**src/rtl/hcs_pkg.sv**
```systemverilog
// constants, register map and state encoding for the hub config strap block
package hcs_pkg;
	localparam int unsigned CLK_HZ        = 10_000_000;
	localparam int unsigned OSC_REF_HZ    = 24_000_000;
	localparam int unsigned AXI_AW        = 4;
	localparam int unsigned SYNC_W        = 6;

	// configuration-method codes, {bit1, bit0}
	localparam logic [1:0] CODE_RSVD      = 2'h0;
	localparam logic [1:0] CODE_SMBUS     = 2'h1;
	localparam logic [1:0] CODE_DEFAULT   = 2'h2;
	localparam logic [1:0] CODE_EEPROM    = 2'h3;

	localparam logic [6:0] SMBUS_SLAVE_ADDR = 7'h2c;

	// register byte offsets
	localparam logic [3:0] OFS_CTRL       = 4'h0;
	localparam logic [3:0] OFS_STATUS     = 4'h4;
	localparam logic [3:0] OFS_SLVADDR    = 4'h8;
	localparam logic [3:0] OFS_REFCLK     = 4'hc;

	// control fields
	localparam int unsigned CTRL_PORT_EN  = 0;
	localparam int unsigned CTRL_RESAMPLE = 1;
	localparam logic        CTRL_PORT_EN_RST = 1'b1;

	// status fields
	localparam int unsigned STS_CODE_LSB  = 0;
	localparam int unsigned STS_VALID     = 2;
	localparam int unsigned STS_RSVD_ERR  = 3;
	localparam int unsigned STS_EXT_CLK   = 4;
	localparam int unsigned STS_SUPPLY    = 5;
	localparam int unsigned STS_LOCAL_SUPPLY_DETECT  = 6;
	localparam int unsigned STS_TEST_SEEN = 7;

	// sync vector bit positions
	localparam int unsigned SY_SEL0       = 0;
	localparam int unsigned SY_SEL1       = 1;
	localparam int unsigned SY_EXTCLK     = 2;
	localparam int unsigned SY_SUPPLY     = 3;
	localparam int unsigned SY_TEST       = 4;
	localparam int unsigned SY_SDA        = 5;

	localparam logic [1:0] RESP_OKAY      = 2'h0;
	localparam logic [1:0] RESP_SLVERR    = 2'h2;

	typedef enum logic [2:0] {
		ST_HOLD   = 3'h1,
		ST_SAMPLE = 3'h2,
		ST_ACTIVE = 3'h4
	} hcs_state_e;
endpackage

```
**src/rtl/hcs_sync.sv**
```systemverilog
// two-flop synchroniser for board pins
`timescale 1ns/1ps
module hcs_sync #(
	parameter int unsigned W = 1
) (
	input  wire logic         aclk,
	input  wire logic [W-1:0] d,
	output logic      [W-1:0] q
);
	logic [W-1:0] meta_r;

	initial begin
		if (W < 1) $error("hcs_sync: W must be at least 1");
	end

	// no reset: straps must be visible on the cycle reset releases
	always_ff @(posedge aclk) begin
		meta_r <= d;
		q      <= meta_r;
	end
endmodule

```
**src/rtl/hcs_axil.sv**
```systemverilog
// axi4-lite slave front end with a simple register port
`timescale 1ns/1ps
module hcs_axil #(
	parameter int unsigned AW = 4
) (
	input  wire logic          aclk,
	input  wire logic          aresetn,
	input  wire logic [AW-1:0] awaddr,
	input  wire logic          awvalid,
	output logic               awready,
	input  wire logic [31:0]   wdata,
	input  wire logic [3:0]    wstrb,
	input  wire logic          wvalid,
	output logic               wready,
	output logic [1:0]         bresp,
	output logic               bvalid,
	input  wire logic          bready,
	input  wire logic [AW-1:0] araddr,
	input  wire logic          arvalid,
	output logic               arready,
	output logic [31:0]        rdata,
	output logic [1:0]         rresp,
	output logic               rvalid,
	input  wire logic          rready,
	output logic               wr_en,
	output logic [AW-1:0]      wr_addr,
	output logic [31:0]        wr_data,
	output logic [3:0]         wr_strb,
	input  wire logic          wr_ok,
	output logic [AW-1:0]      rd_addr,
	input  wire logic [31:0]   rd_data,
	input  wire logic          rd_ok
);
	localparam logic [1:0] RESP_OKAY_C = hcs_pkg::RESP_OKAY;
	localparam logic [1:0] RESP_ERR_C  = hcs_pkg::RESP_SLVERR;

	logic          aw_full_r;
	logic          w_full_r;
	logic [AW-1:0] awaddr_r;
	logic [31:0]   wdata_r;
	logic [3:0]    wstrb_r;
	wire           aw_take = awvalid & awready;
	wire           w_take  = wvalid & wready;
	wire           aw_have = aw_full_r | aw_take;
	wire           w_have  = w_full_r | w_take;
	wire           do_wr   = aw_have & w_have;
	wire           b_nxt   = do_wr | (bvalid & ~bready);
	wire           awf_nxt = aw_have & ~do_wr;
	wire           wf_nxt  = w_have & ~do_wr;
	wire           ar_take = arvalid & arready;
	wire           r_nxt   = ar_take | (rvalid & ~rready);

	initial begin
		if (AW < 4) $error("hcs_axil: AW must be at least 4");
	end

	assign wr_en   = do_wr;
	assign wr_addr = aw_take ? awaddr : awaddr_r;
	assign wr_data = w_take ? wdata : wdata_r;
	assign wr_strb = w_take ? wstrb : wstrb_r;
	assign rd_addr = araddr;

	always_ff @(posedge aclk) begin
		if (!aresetn) begin
			aw_full_r <= 1'b0;
			w_full_r  <= 1'b0;
			awready   <= 1'b0;
			wready    <= 1'b0;
			bvalid    <= 1'b0;
			bresp     <= RESP_OKAY_C;
		end else begin
			aw_full_r <= awf_nxt;
			w_full_r  <= wf_nxt;
			awready   <= ~awf_nxt & ~b_nxt;
			wready    <= ~wf_nxt & ~b_nxt;
			bvalid    <= b_nxt;
			if (do_wr) bresp <= wr_ok ? RESP_OKAY_C : RESP_ERR_C;
		end
	end

	always_ff @(posedge aclk) begin
		if (aw_take) awaddr_r <= awaddr;
		if (w_take) begin
			wdata_r <= wdata;
			wstrb_r <= wstrb;
		end
	end

	always_ff @(posedge aclk) begin
		if (!aresetn) begin
			arready <= 1'b0;
			rvalid  <= 1'b0;
			rdata   <= 32'h0000_0000;
			rresp   <= RESP_OKAY_C;
		end else begin
			arready <= ~r_nxt;
			rvalid  <= r_nxt;
			if (ar_take) begin
				rdata <= rd_ok ? rd_data : 32'h0000_0000;
				rresp <= rd_ok ? RESP_OKAY_C : RESP_ERR_C;
			end
		end
	end
endmodule

```
**src/rtl/hcs_strap_select.sv**
```systemverilog
// configuration-method strap capture, clock-source and power-source decode
`timescale 1ns/1ps
module hcs_strap_select (
	input  wire logic        aclk,
	input  wire logic        aresetn,
	input  wire logic [3:0]  s_axi_awaddr,
	input  wire logic        s_axi_awvalid,
	output logic             s_axi_awready,
	input  wire logic [31:0] s_axi_wdata,
	input  wire logic [3:0]  s_axi_wstrb,
	input  wire logic        s_axi_wvalid,
	output logic             s_axi_wready,
	output logic [1:0]       s_axi_bresp,
	output logic             s_axi_bvalid,
	input  wire logic        s_axi_bready,
	input  wire logic [3:0]  s_axi_araddr,
	input  wire logic        s_axi_arvalid,
	output logic             s_axi_arready,
	output logic [31:0]      s_axi_rdata,
	output logic [1:0]       s_axi_rresp,
	output logic             s_axi_rvalid,
	input  wire logic        s_axi_rready,
	input  wire logic        serial_port_clock_in,
	output logic             serial_port_clock_out,
	output logic             serial_port_clock_oe_n,
	input  wire logic        serial_port_data_in,
	output logic             serial_port_data_out,
	output logic             serial_port_data_oe_n,
	input  wire logic        config_method_bit1,
	input  wire logic        ext_clock_select,
	input  wire logic        local_supply_detect,
	input  wire logic        test_pin,
	input  wire logic        engine_clock_pull_low,
	input  wire logic        engine_data_pull_low,
	input  wire logic        dl_self_powered,
	input  wire logic        dl_current_ganged,
	output logic             serial_clock_rx,
	output logic             serial_data_rx,
	output logic [1:0]       cfg_method,
	output logic             cfg_valid,
	output logic             smbus_slave_mode,
	output logic [6:0]       smbus_slave_addr,
	output logic             default_cfg_mode,
	output logic             eeprom_cfg_mode,
	output logic             cfg_reserved_error,
	output logic             osc_ext_clock,
	output logic             osc_amp_enable,
	output logic             self_powered,
	output logic             current_sense_ganged
);
	localparam int unsigned AW = hcs_pkg::AXI_AW;

	function automatic logic code_is(input logic [1:0] code, input logic [1:0] want);
		code_is = (code == want);
	endfunction

	// pins from the board cross into aclk first
	logic [hcs_pkg::SYNC_W-1:0] pins_w;
	logic [hcs_pkg::SYNC_W-1:0] pins_s;

	assign pins_w[hcs_pkg::SY_SEL0]   = serial_port_clock_in;
	assign pins_w[hcs_pkg::SY_SEL1]   = config_method_bit1;
	assign pins_w[hcs_pkg::SY_EXTCLK] = ext_clock_select;
	assign pins_w[hcs_pkg::SY_SUPPLY] = local_supply_detect;
	assign pins_w[hcs_pkg::SY_TEST]   = test_pin;
	assign pins_w[hcs_pkg::SY_SDA]    = serial_port_data_in;

	hcs_sync #(
		.W (hcs_pkg::SYNC_W)
	) u_sync (
		.aclk (aclk),
		.d    (pins_w),
		.q    (pins_s)
	);

	wire sel0_s   = pins_s[hcs_pkg::SY_SEL0];
	wire sel1_s   = pins_s[hcs_pkg::SY_SEL1];
	wire extclk_s = pins_s[hcs_pkg::SY_EXTCLK];
	wire supply_s = pins_s[hcs_pkg::SY_SUPPLY];
	wire test_s   = pins_s[hcs_pkg::SY_TEST];

	assign serial_clock_rx = sel0_s;
	assign serial_data_rx  = pins_s[hcs_pkg::SY_SDA];

	// register port
	logic          wr_en;
	logic [AW-1:0] wr_addr;
	logic [31:0]   wr_data;
	logic [3:0]    wr_strb;
	logic [AW-1:0] rd_addr;
	logic [31:0]   rd_data;
	logic          rd_ok;
	logic          wr_ok;

	hcs_axil #(
		.AW (AW)
	) u_axil (
		.aclk    (aclk),
		.aresetn (aresetn),
		.awaddr  (s_axi_awaddr),
		.awvalid (s_axi_awvalid),
		.awready (s_axi_awready),
		.wdata   (s_axi_wdata),
		.wstrb   (s_axi_wstrb),
		.wvalid  (s_axi_wvalid),
		.wready  (s_axi_wready),
		.bresp   (s_axi_bresp),
		.bvalid  (s_axi_bvalid),
		.bready  (s_axi_bready),
		.araddr  (s_axi_araddr),
		.arvalid (s_axi_arvalid),
		.arready (s_axi_arready),
		.rdata   (s_axi_rdata),
		.rresp   (s_axi_rresp),
		.rvalid  (s_axi_rvalid),
		.rready  (s_axi_rready),
		.wr_en   (wr_en),
		.wr_addr (wr_addr),
		.wr_data (wr_data),
		.wr_strb (wr_strb),
		.wr_ok   (wr_ok),
		.rd_addr (rd_addr),
		.rd_data (rd_data),
		.rd_ok   (rd_ok)
	);

	wire [3:0] wr_word = {wr_addr[3:2], 2'b00};
	wire [3:0] rd_word = {rd_addr[3:2], 2'b00};
	wire       wr_ctrl = wr_en & (wr_word == hcs_pkg::OFS_CTRL) & wr_strb[0];

	// only the control word takes writes; others answer slverr
	assign wr_ok = (wr_word == hcs_pkg::OFS_CTRL);

	logic                port_en_r;
	logic                test_seen_r;
	hcs_pkg::hcs_state_e state_r;
	hcs_pkg::hcs_state_e state_nxt;
	wire                 resample = wr_ctrl & wr_data[hcs_pkg::CTRL_RESAMPLE];

	always_ff @(posedge aclk) begin
		if (!aresetn) begin
			port_en_r <= hcs_pkg::CTRL_PORT_EN_RST;
		end else if (wr_ctrl) begin
			port_en_r <= wr_data[hcs_pkg::CTRL_PORT_EN];
		end
	end

	// capture sequence: hold in reset, sample once on release, then run
	always_comb begin
		case (state_r)
			hcs_pkg::ST_HOLD:   state_nxt = hcs_pkg::ST_SAMPLE;
			hcs_pkg::ST_SAMPLE: state_nxt = hcs_pkg::ST_ACTIVE;
			hcs_pkg::ST_ACTIVE: state_nxt = resample ? hcs_pkg::ST_SAMPLE : hcs_pkg::ST_ACTIVE;
			default:            state_nxt = hcs_pkg::ST_HOLD;
		endcase
	end

	always_ff @(posedge aclk) begin
		if (!aresetn) state_r <= hcs_pkg::ST_HOLD;
		else          state_r <= state_nxt;
	end

	wire sampling = (state_r == hcs_pkg::ST_SAMPLE);
	wire active   = (state_r == hcs_pkg::ST_ACTIVE);

	always_ff @(posedge aclk) begin
		if (!aresetn) begin
			cfg_method    <= hcs_pkg::CODE_RSVD;
			cfg_valid     <= 1'b0;
			osc_ext_clock <= 1'b0;
			osc_amp_enable <= 1'b1;
		end else if (sampling) begin
			cfg_method[0]  <= sel0_s;
			cfg_method[1]  <= sel1_s;
			cfg_valid      <= 1'b1;
			osc_ext_clock  <= extclk_s;
			osc_amp_enable <= ~extclk_s;
		end
	end

	wire is_smbus   = cfg_valid & code_is(cfg_method, hcs_pkg::CODE_SMBUS);
	wire is_default = cfg_valid & code_is(cfg_method, hcs_pkg::CODE_DEFAULT);
	wire is_eeprom  = cfg_valid & code_is(cfg_method, hcs_pkg::CODE_EEPROM);
	wire is_rsvd    = cfg_valid & code_is(cfg_method, hcs_pkg::CODE_RSVD);
	// serial port only used by download methods, never while sampling
	wire port_use   = active & port_en_r & (is_smbus | is_eeprom);

	always_ff @(posedge aclk) begin
		if (!aresetn) begin
			smbus_slave_mode   <= 1'b0;
			smbus_slave_addr   <= 7'h00;
			default_cfg_mode   <= 1'b0;
			eeprom_cfg_mode    <= 1'b0;
			cfg_reserved_error <= 1'b0;
		end else begin
			smbus_slave_mode   <= is_smbus;
			smbus_slave_addr   <= is_smbus ? hcs_pkg::SMBUS_SLAVE_ADDR : 7'h00;
			default_cfg_mode   <= is_default;
			eeprom_cfg_mode    <= is_eeprom;
			cfg_reserved_error <= is_rsvd;
		end
	end

	always_ff @(posedge aclk) begin
		if (!aresetn) begin
			self_powered         <= 1'b0;
			current_sense_ganged <= 1'b0;
		end else begin
			self_powered         <= default_cfg_mode ? supply_s : dl_self_powered;
			current_sense_ganged <= default_cfg_mode ? supply_s : dl_current_ganged;
		end
	end

	// open-drain: out stays low, oe_n low pulls the line
	always_ff @(posedge aclk) begin
		if (!aresetn) begin
			serial_port_clock_out  <= 1'b0;
			serial_port_data_out   <= 1'b0;
			serial_port_clock_oe_n <= 1'b1;
			serial_port_data_oe_n  <= 1'b1;
		end else begin
			serial_port_clock_out  <= 1'b0;
			serial_port_data_out   <= 1'b0;
			serial_port_clock_oe_n <= ~(port_use & engine_clock_pull_low);
			serial_port_data_oe_n  <= ~(port_use & engine_data_pull_low);
		end
	end

	// sticky record that the test input was ever seen high
	always_ff @(posedge aclk) begin
		if (!aresetn) test_seen_r <= 1'b0;
		else if (test_s) test_seen_r <= 1'b1;
	end

	logic [31:0] status_w;

	assign status_w = {
		24'h00_0000,
		test_seen_r,
		self_powered,
		supply_s,
		osc_ext_clock,
		cfg_reserved_error,
		cfg_valid,
		cfg_method
	};

	assign rd_ok = 1'b1;
	assign rd_data =
		(rd_word == hcs_pkg::OFS_CTRL)    ? {31'h0000_0000, port_en_r} :
		(rd_word == hcs_pkg::OFS_STATUS)  ? status_w :
		(rd_word == hcs_pkg::OFS_SLVADDR) ? {25'h000_0000, hcs_pkg::SMBUS_SLAVE_ADDR} :
		32'(hcs_pkg::OSC_REF_HZ);
endmodule

```
**config.mk**
```make
export PLATFORM = sky130hd
export DESIGN_NAME = hcs_strap_select
export DESIGN_NICKNAME = d
export VERILOG_FILES = /design/src/rtl/hcs_pkg.sv /design/src/rtl/hcs_sync.sv /design/src/rtl/hcs_axil.sv /design/src/rtl/hcs_strap_select.sv
export SDC_FILE = /design/constraint.sdc
export NUM_CORES = 1
export LEC_CHECK = 0
export BUFFER_PORTS_ARGS = -buffer_cell sky130_fd_sc_hd__buf_4
export CAP_MARGIN = 30
export CORE_MARGIN = 2
export CORE_UTILIZATION = 25
export CTS_CLUSTER_SIZE = 8
export DETAILED_ROUTE_END_ITERATION = 7
export GPL_TIMING_DRIVEN = 1
export PLACE_DENSITY = 0.56
export SYNTH_ARGS = -nofsm -noshare
export SYNTH_HDL_FRONTEND = slang
export SYNTH_SLANG_ARGS = --single-unit
```
**constraint.sdc**
```tcl
create_clock -name aclk -period 1.5 [get_ports aclk]
set_input_delay 0.15 -clock aclk [delete_from_list [all_inputs] [get_ports aclk]]
set_output_delay 0.15 -clock aclk [all_outputs]
set_load 0.005 [all_outputs]
```
# Yosys cells after proc, flatten, opt, wreduce, memory -nomap -nowiden
# Index checks and enable logic that the tools add are counted.
dict set report word_totals {
  output_inout_bits 65
  latch_bits 0
  regBits 85
  n_memories 0
  mem_bits_ro 0
  wordCells 90
  ramBits 0
}
dict set report op_classes {
  add_sub_neg 0
  n_div 0
  eq_ne 8
  muxes 12
  n_shift 0
  n_mul 0
  n_reduce_logical 3
  bitwise 36
  magnitude_cmp 0
}
# cell count
set op_table {}
lappend op_table {{two-way mux 25 bit} 3}
lappend op_table {{bitwise AND 1 bit} 21}
lappend op_table {{NOT 1 bit} 10}
lappend op_table {{one-hot mux 3 bit (3 select lines)} 1}
lappend op_table {{zero test 4 bit} 2}
lappend op_table {{== test 2 bit (second input constant)} 3}
lappend op_table {{two-way mux 6 bit} 1}
lappend op_table {{OR 1 bit} 5}
lappend op_table {{== test 2 x 1 -> 1 bit (second input constant)} 2}
lappend op_table {{two-way mux 2 bit} 2}
lappend op_table {{two-way mux 4 bit} 1}
lappend op_table {{== test 3 x 1 -> 1 bit (second input constant)} 1}
lappend op_table {{== test 3 x 2 -> 1 bit (second input constant)} 1}
lappend op_table {{== test 3 bit (second input constant)} 1}
lappend op_table {{two-way mux 1 bit} 3}
lappend op_table {{two-way mux 3 bit} 1}
lappend op_table {{zero test 2 bit} 1}

# Depth between registers and ports, before layout
dict set report depth {
  word_depth 8
  mapped_depth 4
}

# Modules after synthesis
# Synthesis repeated with hierarchy kept, for this count alone.
dict set report hier_totals {
  hier_cells 362
  hier_area_um2 4056.4
}
# module area_per_inst_um2 n_inst cells_per_inst
set by_module_without_submodules {}
lappend by_module_without_submodules {hcs_axil 3022.9 1 266}
lappend by_module_without_submodules {hcs_strap_select 793.3 1 84}
lappend by_module_without_submodules {hcs_sync 240.2 1 12}

# Worst setup path after synthesis
# OpenSTA, ideal clock, no wires.
dict set report synth_timing {
  path_kind {reg2reg}
  startpoint {register u_axil.wready}
  endpoint {register state_r[1]}
  setup_ns 0.075
  period_less_slack_ns 1.376
  stages_incl_launch_ff 5
  path_slack_ns 0.124
  t_arrival_ns 1.301
  cell_sequence {dfxtp_1 -> a21oi_1 -> or2_4 -> or4_1 -> o22ai_1}
}
dict set report synth_via {
  elab_chain_cells 8
}
# item line_no
set synth_lines {}
lappend synth_lines {{from (decl)} hcs_axil.sv:14} ;# output logic wready,
lappend synth_lines {{from (signal assigned)} hcs_axil.sv:75} ;# wready <= ~wf_nxt & ~b_nxt;
lappend synth_lines {{bitwise AND 1 bit (*)} hcs_axil.sv:43} ;# wire w_take = wvalid & wready;
lappend synth_lines {{OR 1 bit} hcs_axil.sv:45} ;# wire w_have = w_full_r | w_take;
lappend synth_lines {{bitwise AND 1 bit} hcs_axil.sv:46} ;# wire do_wr = aw_have & w_have;
lappend synth_lines {{bitwise AND 1 bit (2 in a row)} hcs_strap_select.sv:129} ;# wire wr_ctrl = wr_en & (wr_word == hcs_pkg::OFS_CTRL) & wr_strb[0];
lappend synth_lines {{bitwise AND 1 bit (*)} hcs_strap_select.sv:138} ;# wire resample = wr_ctrl & wr_data[hcs_pkg::CTRL_RESAMPLE];
lappend synth_lines {{two-way mux 3 bit (*)} hcs_strap_select.sv:153} ;# hcs_pkg::ST_ACTIVE: state_nxt = resample ? hcs_pkg::ST_SAMPLE : hcs_pkg::ST_ACTIVE;
lappend synth_lines {{one-hot mux 3 bit (3 select lines) (*)} hcs_strap_select.sv:150} ;# case (state_r)
lappend synth_lines {{to (signal assigned)} hcs_strap_select.sv:159} ;# if (!aresetn) state_r <= hcs_pkg::ST_HOLD;
lappend synth_lines {{to (signal assigned)} hcs_strap_select.sv:160} ;# else state_r <= state_nxt;
lappend synth_lines {{to (decl)} hcs_strap_select.sv:136} ;# hcs_pkg::hcs_state_e state_r;
# Every way passes the cells marked *; elsewhere a longest branch is shown, timed or not.
# A chain may end at the register's enable or synchronous reset.

# Worst setup path in the final report
# Same ends and word-level chain as after synthesis.

==> results.sh <==
export IMPL_final_util_pct=35.33
export IMPL_reg2regPathDepth=4
export IMPL_numCtsBuffers=5
export IMPL_seq_area_um2=1042
export IMPL_detailed_place_hpwl_um=2892
export IMPL_grt_use_total_pct=9.601
export IMPL_fin_skew_ps=7.410
export IMPL_cts_max_level=2
export IMPL_insertion_delay_ps=300
export IMPL_dieHeight_um=91.68
export IMPL_async_flop_share_pct=0
export IMPL_drv_cap=0
export IMPL_finalSetupViolCount=0
export IMPL_hold_depth=3
export IMPL_ios=126
export IMPL_drc=0
export IMPL_cts_root_buf="clkbuf_8"
export IMPL_fin_crit_sh_pct=94.53
export IMPL_num_fill_cells=778
export IMPL_worst_setup_path_end_kind="flop"
export IMPL_ant_nets=0
export IMPL_finalSetupTns_ps=0
export IMPL_multi_input_area_um2=670.6
export IMPL_status="completed"
export IMPL_grt_overflow=0
export IMPL_die_area_um2=8404
export IMPL_grt_first_pass_wirelength_um=6189
export IMPL_die_x_um=91.68
export IMPL_clk_pin_slew_ps=90
export IMPL_synth_cell_types=27
export IMPL_cp_arrival_ps=1660
export IMPL_grt_max_degree=22
export IMPL_syn_inst=195
export IMPL_syn_to_final_growth_pct=34.77
export IMPL_vdd_drop_max_v=0.0003748
export IMPL_synth_edf_count=0
export IMPL_required_ps=1740
export IMPL_nNetsFinal=326
export IMPL_yosysWarnings=0
export IMPL_ys_flop_type="dfxtp_1"
export IMPL_netlist_area_um2=1922
export IMPL_fmax_mhz=705.3
export IMPL_max_stage_delay_ps=470
export IMPL_ys_seq_area_share_pct=54.17
export IMPL_synth_area_leader_cell="dfxtp_1"
export IMPL_yosysMostFrequentCell="dfxtp_1"
export IMPL_cts_sinks=52
export IMPL_slowest_stage="or4_1"
export IMPL_leakage_nw=1.187
export IMPL_wire_per_inst_um=10.44
export IMPL_cp_max_fo=4
export IMPL_start_util_pct=26.22
export IMPL_synth_top_area_share_pct=54.17
export IMPL_drtIter0Drc=29
export IMPL_num_antenna_cells=0
export IMPL_synth_area_leaders="dfxtp_1 54%, buf_4 14%, nor2_1 3.3%"
export IMPL_clockBufferDepth=2
export IMPL_rsz0062_at_grt="false"
export IMPL_crit_type="flop to flop"
export IMPL_slew_violations=0
export IMPL_routed_wl_um=3809
export IMPL_vias=1415
export IMPL_grt_pass1_vias=1273
export IMPL_place_congestion=0.7190
export IMPL_antenna_found_initial=0
export IMPL_hold_violations=0
export IMPL_rows=31
export IMPL_port_buffers=65
export IMPL_firstDrtPassIters=4
export IMPL_powerDensity_nw_per_um2=1125
export IMPL_postCtsSetupRepairBufs=0
export IMPL_cp_cell_sequence="a21oi_1 -> or2_4 -> or4_1 -> o22ai_1"
export IMPL_cts_tree="yes"
export IMPL_period_needed_ps=1418
export IMPL_ys_seq_elements=52
export IMPL_hp_class="input port to flop"
export IMPL_drive_gt1_share_pct=32.33
export IMPL_start_kind="flop"
export IMPL_synth_avg_cell_area_um2=9.856
export IMPL_via_per_inst=3.877
export IMPL_coreArea_um2=7331
export IMPL_synth_top_cells_by_count="52 x dfxtp_1, 35 x buf_4, 17 x nor2_1"
## cell families (layout without fill, tap and decap cells)
group	after synthesis	in the layout	share of synthesized area (%)
simple gates	60	60	15.43
flops	52	52	54.17
buf+inv	43	92	15.23
compound gates	30	30	10.09
mux	9	9	4.883
other cells	1	23	0.1951
## cell type report
type,count,share of cell area (%)
Clock inverter,2,1.498
Timing Repair Buffer,79,23.67
Inverter,5,0.7246
Clock buffer,6,3.188
Multi-Input combinational cell,122,25.89
Sequential cell,52,40.24
Tap cell,99,4.783
## layer usage
| layer | routed length [um] | track usage, % | vias up |
|---|---|---|---|
| met5 | 0 | 0 | - |
| met3 | 326 | 3.205 | 6 |
| met1 | 1641 | 12.07 | 632 |
| met2 | 1760 | 14.77 | 60 |
| met4 | 80 | 4.545 | 0 |
| li1 | - | - | 717 |
## critical path: cells and delay by family, from the launching register on
kind | cells | cell delay (ps)
compound gates | 2 | 260
flops | 1 | 350
simple gates | 2 | 740
## state kept, by name, summed over array words and instances, names as in the netlist, 2 cells and up
register,count
cfg_method,2
state_r,3
u_axil.awaddr_r,2
u_axil.rdata,9
u_axil.wdata_r,2
u_sync.meta_r,6
u_sync.q,6
## cells in the final DEF (no fill, tap or decap), types with 5 or more instances in the layout
cell            n
a21boi_0        5
a21oi_1         6
buf_4          71
clkbuf_8        6
conb_1         23
dfxtp_1        51
dlygate4sd3_1   8
inv_1           5
mux2i_1         6
nand2_1        14
nand2b_1        7
nor2_1         17
nor2b_1        10
o21ai_0         6
## per-stage QoR
stage	power, mW	std cells	area, um2	worst slack (ps)	hold slack (ps)
global route	3.095	365	2590	1.529	70.94
finish	2.914	365	2590	82.11	75.58
CTS	2.965	365	2589	24.52	68.32
global placement	1.915	349	2387	55.99	254.4
floorplan	1.780	217	2004	124.1	177.7
detailed placement	1.921	349	2387	44.02	255.8
## worst paths after layout
path / start / endpoint / slack [ps]
worst min-delay path: s_axi_bready / u_axil.awready$_SDFF_PN0_ / 80
worst max register to register: u_axil.wready$_SDFF_PN0_ / state_r[1]$_SDFF_PN0_ / 80
worst max-delay path: u_axil.wready$_SDFF_PN0_ / state_r[1]$_SDFF_PN0_ / 80
worst min register to register: u_sync.meta_r[5]$_DFF_P_ / u_sync.q[5]$_DFF_P_ / 330
## what timing repair did
item / in CTS / in global routing
endpoints found under the setup margin: 0 / 2
hold endpoints to repair: 8 / 0
resized for setup: 0 / 2
hold buffers: 8 / 0
## report_power, final
part	leakage (nW)	total, mW	internal (mW)	switching (mW)
logic	0.696	0.371	0.210	0.160
registers	0.430	1.53	1.48	0.0473
clock network	0.0614	1.01	0.546	0.468
No activity file was read; power rests on OpenSTA's default activity.
